--- config.mk ---
export PLATFORM = sky130hd
export DESIGN_NAME = melody_ctrl_regs
export DESIGN_NICKNAME = d
export VERILOG_FILES = /design/src/common/melody_regs_pkg.sv /design/src/hw/melody_ctrl_regs.sv /design/src/hw/melody_play_seq.sv
export SDC_FILE = /design/constraint.sdc
export NUM_CORES = 1
export LEC_CHECK = 0
export BUFFER_PORTS_ARGS = -buffer_cell sky130_fd_sc_hd__buf_2
export CAP_MARGIN = 25
export CORE_ASPECT_RATIO = 1.75
export CORE_MARGIN = 4
export CORE_UTILIZATION = 49
export DETAILED_ROUTE_END_ITERATION = 10
export GPL_TIMING_DRIVEN = 0
export PLACE_DENSITY = 0.85
export SYNTH_ARGS = -nofsm -noshare
export SYNTH_HDL_FRONTEND = slang
export SYNTH_SLANG_ARGS = --single-unit
--- constraint.sdc ---
create_clock -name sys_clk -period 3.6 [get_ports sys_clk]
set_input_delay 0.36 -clock sys_clk [delete_from_list [all_inputs] [get_ports sys_clk]]
set_output_delay 0.36 -clock sys_clk [all_outputs]
set_load 0.01 [all_outputs]
--- src/common/melody_regs_pkg.sv ---
// Overview of operation
// - Read/write play start address, resets zero
// - Four-bit tempo code in control bits 7:4
// - Control bit 3 selects one-shot or level-hold
// - Control bit 2 selects melody or buzzer output
// - Control bit 1 reads busy status only
// - Control bit 0 requests play or stop
// - Two-bit completion priority in bits 5:4
// - Completion interrupt enable bit, resets zero
// - Flag sets on full stop; write one clears
// - Tempo captured at play start only
// - One-shot ends at end note; level-hold by control
// - Busy holds until current note finishes
package melody_regs_pkg;

  localparam int ADDR_W = 18;

  // Register indexes; the byte address is four times the index
  localparam logic [15:0] IDX_PRIO = 16'hff28;
  localparam logic [15:0] IDX_IRQ_EN = 16'hff2a;
  localparam logic [15:0] IDX_IRQ_FLAG = 16'hff2c;
  localparam logic [15:0] IDX_START = 16'hff46;
  localparam logic [15:0] IDX_CTRL = 16'hff47;

  localparam int CTRL_TEMPO_LSB = 4;
  localparam int CTRL_MODE_BIT = 3;
  localparam int CTRL_OSEL_BIT = 2;
  localparam int CTRL_BUSY_BIT = 1;
  localparam int CTRL_RUN_BIT = 0;
  localparam int PRIO_LSB = 4;
  localparam int IRQ_BIT = 6;

  localparam logic [7:0] START_RST = 8'h00;
  localparam logic [3:0] TEMPO_RST = 4'h0;
  localparam logic [1:0] PRIO_RST = 2'h0;
  localparam logic [4:0] TEMPO_DIV_TOP = 5'h10;

  typedef struct packed {
    logic psel;
    logic penable;
    logic pwrite;
    logic [ADDR_W-1:0] paddr;
    logic [31:0] pwdata;
  } apb_req_t;

  typedef struct packed {
    logic done;
    logic end_mark;
  } note_status_t;

  typedef struct packed {
    logic [7:0] start_addr;
    logic [3:0] tempo;
  } play_setup_t;

  function automatic logic [ADDR_W-1:0] reg_addr(input logic [15:0] idx);
    return {idx, 2'b00};
  endfunction

  // Code 15 divides by 1, code 0 by 16
  function automatic logic [4:0] tempo_div(input logic [3:0] code);
    return TEMPO_DIV_TOP - {1'b0, code};
  endfunction

endpackage

--- src/hw/melody_ctrl_regs.sv ---
`timescale 1ns/1ps
`default_nettype none
module melody_ctrl_regs
  import melody_regs_pkg::*;
(
  input wire logic sys_clk,
  input wire logic reset,
  input wire apb_req_t apb_req,
  output logic [31:0] prdata,
  output logic pready,
  output logic pslverr,
  input wire note_status_t note,
  input wire logic melody_tone,
  input wire logic buzzer_signal,
  output logic tone_out_pin,
  output logic tone_out_n_pin,
  output logic play_busy,
  output logic [7:0] play_addr,
  output logic [4:0] play_tempo_div,
  output logic irq
);

  logic [7:0] play_start_addr_q;
  logic [3:0] tempo_code_q;
  logic play_mode_sel_q;
  logic output_source_sel_q;
  logic play_control_q;
  logic [1:0] completion_irq_priority_q;
  logic completion_irq_enable_q;
  logic completion_irq_flag_q;
  logic start_q;
  logic play_done;
  play_setup_t setup;
  play_setup_t active;

  logic access;
  logic wr_en;
  logic hit_prio;
  logic hit_en;
  logic hit_flag;
  logic hit_start;
  logic hit_ctrl;
  logic mapped;
  logic [7:0] rd_byte;

  assign access = apb_req.psel && apb_req.penable;
  assign wr_en = access && pready && apb_req.pwrite;
  assign hit_prio = apb_req.paddr == reg_addr(IDX_PRIO);
  assign hit_en = apb_req.paddr == reg_addr(IDX_IRQ_EN);
  assign hit_flag = apb_req.paddr == reg_addr(IDX_IRQ_FLAG);
  assign hit_start = apb_req.paddr == reg_addr(IDX_START);
  assign hit_ctrl = apb_req.paddr == reg_addr(IDX_CTRL);
  assign mapped = hit_prio || hit_en || hit_flag || hit_start || hit_ctrl;

  // Read mux; unused bits read zero
  always_comb begin
    rd_byte = 8'h00;
    if (hit_start) begin
      rd_byte = play_start_addr_q;
    end
    if (hit_ctrl) begin
      rd_byte[CTRL_TEMPO_LSB +: 4] = tempo_code_q;
      rd_byte[CTRL_MODE_BIT] = play_mode_sel_q;
      rd_byte[CTRL_OSEL_BIT] = output_source_sel_q;
      rd_byte[CTRL_BUSY_BIT] = play_busy;
      rd_byte[CTRL_RUN_BIT] = play_control_q;
    end
    if (hit_prio) begin
      rd_byte[PRIO_LSB +: 2] = completion_irq_priority_q;
    end
    if (hit_en) begin
      rd_byte[IRQ_BIT] = completion_irq_enable_q;
    end
    if (hit_flag) begin
      rd_byte[IRQ_BIT] = completion_irq_flag_q;
    end
  end

  // One wait state keeps the read data registered
  always_ff @(posedge sys_clk) begin
    if (reset) begin
      pready <= 1'b0;
      prdata <= 32'h0000_0000;
      pslverr <= 1'b0;
    end else begin
      pready <= access && !pready;
      prdata <= {24'h00_0000, rd_byte};
      pslverr <= access && !pready && !mapped;
    end
  end

  always_ff @(posedge sys_clk) begin
    if (reset) begin
      play_start_addr_q <= START_RST;
    end else if (wr_en && hit_start) begin
      play_start_addr_q <= apb_req.pwdata[7:0];
    end
  end

  always_ff @(posedge sys_clk) begin
    if (reset) begin
      tempo_code_q <= TEMPO_RST;
      play_mode_sel_q <= 1'b0;
      output_source_sel_q <= 1'b0;
      play_control_q <= 1'b0;
    end else if (wr_en && hit_ctrl) begin
      tempo_code_q <= apb_req.pwdata[CTRL_TEMPO_LSB +: 4];
      play_mode_sel_q <= apb_req.pwdata[CTRL_MODE_BIT];
      output_source_sel_q <= apb_req.pwdata[CTRL_OSEL_BIT];
      play_control_q <= apb_req.pwdata[CTRL_RUN_BIT];
    end
  end

  // Start one cycle late so a write that sets tempo and play together
  // hands the new tempo to the sequencer
  always_ff @(posedge sys_clk) begin
    if (reset) begin
      start_q <= 1'b0;
    end else begin
      start_q <= wr_en && hit_ctrl && apb_req.pwdata[CTRL_RUN_BIT];
    end
  end

  always_ff @(posedge sys_clk) begin
    if (reset) begin
      completion_irq_priority_q <= PRIO_RST;
    end else if (wr_en && hit_prio) begin
      completion_irq_priority_q <= apb_req.pwdata[PRIO_LSB +: 2];
    end
  end

  always_ff @(posedge sys_clk) begin
    if (reset) begin
      completion_irq_enable_q <= 1'b0;
    end else if (wr_en && hit_en) begin
      completion_irq_enable_q <= apb_req.pwdata[IRQ_BIT];
    end
  end

  // A completion in the clearing cycle is kept
  always_ff @(posedge sys_clk) begin
    if (reset) begin
      completion_irq_flag_q <= 1'b0;
    end else if (play_done) begin
      completion_irq_flag_q <= 1'b1;
    end else if (wr_en && hit_flag && apb_req.pwdata[IRQ_BIT]) begin
      completion_irq_flag_q <= 1'b0;
    end
  end

  always_ff @(posedge sys_clk) begin
    if (reset) begin
      irq <= 1'b0;
    end else begin
      irq <= completion_irq_flag_q && completion_irq_enable_q
        && (completion_irq_priority_q != 2'h0);
    end
  end

  // Both pins follow the selected source, tone_out_n_pin inverted; buzzer silence passes through
  always_ff @(posedge sys_clk) begin
    if (reset) begin
      tone_out_pin <= 1'b0;
      tone_out_n_pin <= 1'b1;
    end else begin
      tone_out_pin <= output_source_sel_q ? melody_tone : buzzer_signal;
      tone_out_n_pin <= output_source_sel_q ? !melody_tone : !buzzer_signal;
    end
  end

  assign setup = '{start_addr: play_start_addr_q, tempo: tempo_code_q};

  melody_play_seq i_melody_play_seq (
    .sys_clk(sys_clk),
    .reset(reset),
    .start_req(start_q),
    .run_ctl(play_control_q),
    .one_shot(play_mode_sel_q),
    .setup(setup),
    .note(note),
    .busy(play_busy),
    .done(play_done),
    .active(active)
  );

  assign play_addr = active.start_addr;

  // Decoded on the start edge so the ratio leaves from a register
  always_ff @(posedge sys_clk) begin
    if (reset) begin
      play_tempo_div <= tempo_div(TEMPO_RST);
    end else if (start_q && !play_busy) begin
      play_tempo_div <= tempo_div(tempo_code_q);
    end
  end
endmodule // melody_ctrl_regs
`default_nettype wire

--- src/hw/melody_play_seq.sv ---
`timescale 1ns/1ps
`default_nettype none
module melody_play_seq
  import melody_regs_pkg::*;
(
  input wire logic sys_clk,
  input wire logic reset,
  input wire logic start_req,
  input wire logic run_ctl,
  input wire logic one_shot,
  input wire play_setup_t setup,
  input wire note_status_t note,
  output logic busy,
  output logic done,
  output play_setup_t active
);

  typedef enum logic [0:0] {ST_IDLE, ST_PLAY} seq_state_t;

  seq_state_t state_q;

  // A stop never cuts a note short, so the tone never clicks
  always_ff @(posedge sys_clk) begin
    if (reset) begin
      state_q <= ST_IDLE;
      busy <= 1'b0;
      done <= 1'b0;
    end else begin
      done <= 1'b0;
      unique case (state_q)
        ST_IDLE: begin
          if (start_req) begin
            state_q <= ST_PLAY;
            busy <= 1'b1;
          end
        end
        ST_PLAY: begin
          if (note.done && (!run_ctl || (one_shot && note.end_mark))) begin
            state_q <= ST_IDLE;
            busy <= 1'b0;
            done <= 1'b1;
          end
        end
      endcase
    end
  end

  always_ff @(posedge sys_clk) begin
    if (reset) begin
      active <= '0;
    end else if (state_q == ST_IDLE && start_req) begin
      active <= setup;
    end
  end

endmodule // melody_play_seq
`default_nettype wire

==> results of run 1 <==
[final cells by class]
cell class	instances	area [sq um]
sequential	49	981
clock buffer	7	86.3
multi-input combinational	185	1070
inverter	6	22.5
timing repair buffer	61	305
buffer	39	245
tap	51	63.8
fill	394	1630
[logic make-up (layout without fill, tap and decap cells)]
group / count (synthesis) / in the layout / synth area share [%]
DFF: 49 / 49 / 44.0
muxes: 13 / 13 / 5.84
adders and majority gates: 1 / 1 / 0.561
buffers and inverters: 45 / 113 / 12.0
and+or+nand+nor: 88 / 88 / 23.2
xor gates and xnor gates: 2 / 2 / 0.786
AOI/OAI and AO/OA: 57 / 57 / 13.5
other: 1 / 24 / 0.168
[sequential cells by signal (all words and copies together), names as in the netlist, 2 cells and up]
name and count:
play_tempo_div 5, tempo_code_q 4, play_start_addr_q 8, prdata 8, completion_irq_priority_q 2, i_melody_play_seq.active 8
[final timing paths]
| kind | cells past startpoint | to | startpoint | slack, ns |
|---|---|---|---|---|
| worst max-delay path | 6 | tempo_code_q[2] | pready | 1.80 |
| worst min-delay path | 3 | pready | apb_req[51] | 0.31 |
| worst max register to register | 6 | tempo_code_q[2] | pready | 1.80 |
| worst min register to register | 2 | completion_irq_flag_q | i_melody_play_seq.done | 0.45 |
[where the power goes]
group	internal, mW	leakage [nW]	total, mW	switching, mW
logic	0.0419	0.743	0.0891	0.0472
clock network	0.153	0.0443	0.320	0.167
registers	0.543	0.395	0.544	0.000768
total	0.738	1.18	0.953	0.215
[placed cells by master, fill, tap and decap left out, types with 6 or more instances in the layout]
| cell | instances |
|---|---|
| buf_2 | 62 |
| dfxtp_1 | 49 |
| a21oi_1 | 31 |
| nand2_1 | 25 |
| buf_4 | 24 |
| conb_1 | 24 |
| o21ai_0 | 20 |
| nand3_1 | 19 |
| mux2i_1 | 13 |
| nor2_1 | 13 |
| clkbuf_1 | 12 |
| inv_1 | 6 |
| clkbuf_8 | 6 |
[metal layers]
layer | global-route usage [%] | up-vias
met5 | 0 | -
met4 | 11.9 | 0
met3 | 2.79 | 22
met2 | 36.4 | 96
met1 | 20.1 | 927
li1 | - | 1027
[tightest hold or removal path, cell delays in order]
cell and delay (ns):
buf_2 0.10, nand2_1 0.05, nor3_1 0.05
==> reports/results.tsv, run 1 <==
stage	metric	value	unit
status	status	finished, final reports clean	
timing	final hold slack	0.306	ns
cts	Hold Buf Count CTS	0	
cts	Post-CTS Setup Repair Bufs	0	
timing	Fmax	555	MHz
yosys	Synth Warn #	0	
timing	Period Utilization, post-route	50.0	%
timing	Worst-Margin Slew	0.756	ns
cts	clock net sink count	49	
placed_design	HPWL Detailed	4310	um
layout	Layout area overhead	24.3	%
layout	utilization after layout	62.9	%
layout	nets@finish	407	
layout	Finished Layout Cells	398	
timing	Sum Neg Setup Slack	0	ns
power_and_ir_drop	P_leak	1.18	nW
worst_setup_path	CP peak stage delay	0.35	ns
global_routing	gr usage total	19.9	%
worst_setup_path	endpoint type of the worst setup path	flop	
floorplanning	Die H	97.2	um
layout	layout cells sized above 1	28.5	%
cts	# resized after CTS	0	
cts	Num CTS Buffers	5	
yosys	Synth async-reset ratio	0	%
worst_setup_path	Arr. time, crit path	2.03	ns
yosys	Synth area leader	dfxtp_1	
worst_setup_path	Worst Setup Start Kind	flop	
timing	min Tclk post-route	1.80	ns
route	Initial DRT Pass Iterations	4	
global_routing	initial antenna violation count	0	
route	total number of vias	2072	
yosys	top post-synthesis cells by count	dfxtp_1 (49), a21oi_1 (31), nand2_1 (25)	
floorplanning	die width	59.0	um
route	vias per cell	5.21	
worst_setup_path	WP data required	3.82	ns
min_path	worst min path class	in -> reg	
cts	CTS Root Cell	clkbuf_8	
floorplanning	area of the die	0.00574	sq mm
layout	number of diodes	0	
route	DRC viols	0	
route	1st-iter DRT viols	89	
worst_setup_path	buffers and inverters on the worst path	2	
placed_design	GP Congestion	0.883	
route	Routed met2 length	2910	um
worst_setup_path	CP Class	reg -> reg	
placed_design	dpl ws	1.59	ns
yosys	cell with the most instances after synthesis	dfxtp_1	
worst_setup_path	Slowest-stage cell, CP	dfxtp_1	
placed_design	placed insts	391	
yosys	EDFF count, synth	0	
timing	Worst Setup Slack, final	1.80	ns
placed_design	IO Port Bufs	61	
power_and_ir_drop	Pwr per Cell Area	344	mW/mm^2
yosys	register area share after synthesis	44.0	%
yosys	top cells by area in the synthesized netlist	dfxtp_1 (44%), buf_4 (8.1%), a21oi_1 (7.0%), mux2i_1 (5.8%), o21ai_0 (4.5%)	
yosys	Syn Inst Count	256	
global_routing	largest net degree at the start of global routing	14	
yosys	Top FF cell, synth	dfxtp_1	
global_routing	first-pass GRT wire length	9000	um
global_routing	gr ovfl total	0	
yosys	syn avg cell area	8.71	sq um
timing	relative slew slack	49.2	%
cts	Clk Latency, worst-skew pair	0.29	ns
yosys	synth unique cells	38	
global_routing	vias in the first global route	2105	
timing	Setup violations, final	0	
route	Routed WL per cell	13.7	um
cts	clock-pin slew on the worst setup and hold paths	0.08	ns
worst_setup_path	Max FO, Critical Path	10	
cts	CTS Buffer Depth	2	
yosys	#FFs+latches synth	49	
worst_setup_path	critical path's top delay family	buffers and inverters	
power_and_ir_drop	Pwr Total	953	uW
timing	Slew Limit Fails	0	
route	wire length on met3	384	um
route	Routed Wire Length	5450	um
placed_design	placed inst area	0.00269	sq mm
worst_setup_path	cells along the critical path	and4_1 > clkbuf_1 > and4_1 > clkbuf_1 > nand3_1 > a21oi_1	
cts	CTS tree	yes	
floorplanning	initial core utilization	50.6	%
power_and_ir_drop	Peak VDD IR	289	uV
yosys	Synth top area share	44.0	%
yosys	synthesized cell area	0.00223	sq mm
timing	Final Hold Viols	0	
floorplanning	Row Count	32	
cts	CTS H-tree lvls	2	
floorplanning	Core Region	0.00440	sq mm
layout	Design Area, Final	0.00277	sq mm
route	met1 wire length	1920	um
job	max cap viols	0	
timing	RSZ-0062 raised after global routing	no	
route	Max Used Layer	met4	
floorplanning	Top Ports	110	
route	ANT nets after route	0	
timing	skew final	0.00248	ns
Note: power is estimated with default switching activity, not from simulation.
==> run 2, diff against run 1 <==
- CORE_UTILIZATION: 49 -> 46
- PLACE_DENSITY: 0.85 -> 0.8
- clock period: 3.6 -> 1.85 ns (I/O delays scaled with it)
==> reports/results.tsv, run 2 (same netlist as run 1, synthesis figures left out) <==
stage	metric	value	unit
status	status	finished, final reports clean	
timing	relative slew slack	51.0	%
floorplanning	Row Count	33	
timing	RSZ-0062 raised after global routing	no	
route	ANT nets after route	0	
power_and_ir_drop	Pwr per Cell Area	671	mW/mm^2
route	total number of vias	2073	
layout	Layout area overhead	24.2	%
layout	Finished Layout Cells	398	
layout	top flop regs	i_melody_play_seq.active x8, play_start_addr_q x8, prdata x8	
floorplanning	initial core utilization	47.4	%
floorplanning	Core Region	0.00471	sq mm
timing	Period Utilization, post-route	91.1	%
cts	clock net sink count	49	
worst_setup_path	CP peak stage delay	0.40	ns
placed_design	GP Congestion	0.840	
cts	# resized after CTS	0	
route	vias per cell	5.21	
timing	Sum Neg Setup Slack	0	ns
worst_setup_path	Worst Reg-to-Reg Cells	5	
timing	Setup violations, final	0	
worst_setup_path	Worst Setup Start Kind	flop	
timing	Final Hold Viols	0	
layout	nets@finish	406	
placed_design	IO Port Bufs	61	
placed_design	placed insts	392	
cts	CTS Buffer Depth	2	
cts	CTS H-tree lvls	2	
worst_setup_path	cells along the critical path	and4_1 > and4b_1 > clkbuf_1 > nand3_1 > a21oi_1	
worst_setup_path	WP data required	2.07	ns
layout	most frequent cells in the layout	buf_2 (62), dfxtp_1 (49), a21oi_1 (31)	
worst_setup_path	Slowest-stage cell, CP	and4_1	
worst_setup_path	Arr. time, crit path	1.91	ns
floorplanning	Top Ports	110	
worst_setup_path	endpoint type of the worst setup path	flop	
floorplanning	area of the die	0.00607	sq mm
power_and_ir_drop	Peak VDD IR	409	uV
timing	skew final	0.00470	ns
route	Routed WL per cell	13.7	um
worst_setup_path	Max FO, Critical Path	10	
timing	min Tclk post-route	1.69	ns
timing	final hold slack	0.130	ns
cts	Hold Buf Count CTS	0	
worst_setup_path	CP Class	reg -> reg	
job	max cap viols	0	
route	Routed Wire Length	5450	um
global_routing	vias in the first global route	2107	
cts	CTS Root Cell	clkbuf_8	
min_path	Hold Path Stages	3	
layout	number of diodes	0	
timing	Fmax	593	MHz
power_and_ir_drop	P_leak	1.18	nW
floorplanning	die width	60.6	um
cts	CTS tree	yes	
layout	layout cells sized above 1	28.6	%
cts	Post-CTS Setup Repair Bufs	0	
global_routing	largest net degree at the start of global routing	14	
placed_design	HPWL Detailed	4300	um
route	1st-iter DRT viols	55	
global_routing	gr usage total	19.4	%
cts	clock-pin slew on the worst setup and hold paths	0.08	ns
cts	Num CTS Buffers	5	
global_routing	initial antenna violation count	0	
cts	Clk Latency, worst-skew pair	0.30	ns
timing	Worst-Margin Slew	0.734	ns
timing	Slew Limit Fails	0	
global_routing	first-pass GRT wire length	9070	um
floorplanning	Die H	100	um
global_routing	gr ovfl total	0	
min_path	worst min path class	in -> reg	
layout	commonest non-fill, non-tap cell in the layout	buf_2	
route	Initial DRT Pass Iterations	4	
route	DRC viols	0	
==> run 2: changes by cell type in the layout (fill, tap and decap cells not counted), sizes merged <==
cell    delta
clkbuf     -1
==> run 2: cell type report <==
| type | instances | area (sq um) |
|---|---|---|
| Inverter | 6 | 22.5 |
| Fill cell | 467 | 1940 |
| Tap cell | 52 | 65.1 |
| Multi-Input combinational cell | 185 | 1070 |
| Buffer | 38 | 241 |
| Timing Repair Buffer | 61 | 305 |
| Clock buffer | 7 | 86.3 |
| Sequential cell | 49 | 981 |
==> run 2: final timing paths <==
check | slack (ns) | start | endpoint
max | 0.16 | pready | play_start_addr_q[1]
min | 0.13 | apb_req[51] | pready
max reg2reg | 0.16 | pready | play_start_addr_q[1]
min reg2reg | 0.44 | i_melody_play_seq.done | completion_irq_flag_q
==> run 2: critical path: cells and delay by family (launching register included) <==
family	cells	cell delay [ns]
simple gates	3	0.76
flops	1	0.35
buf+inv	1	0.32
compound gates	1	0.17
==> run 2: metal layers <==
metal  part of all wire, %  wire [um]  GRT usage [%]
met2                    52       2830           32.5
met5                     0          0              0
met3                   7.2        391           2.70
met1                    37       2000           21.7
met4                   4.2        227           12.9
==> run 2: through the flow <==
stage	total power, mW	util (%)	setup slack, ns	cell area, sq um
3_5_place_dp	1.25	57.1	0.0188	2690
6_report	1.86	58.8	0.165	2770
5_1_grt	1.92	58.8	0.0339	2770
3_3_place_gp	1.25	57.1	0.0534	2690
2_1_floorplan	1.19	-	0.309	2320
4_1_cts	1.86	58.9	0.0609	2770
==> run 2: power breakdown <==
| group | switching [mW] | internal [mW] | total, mW | leakage (nW) |
|---|---|---|---|---|
| sequential | 0.00123 | 1.06 | 1.06 | 0.395 |
| clock | 0.331 | 0.297 | 0.628 | 0.0443 |
| combinational | 0.0908 | 0.0815 | 0.172 | 0.741 |
| total | 0.423 | 1.44 | 1.86 | 1.18 |
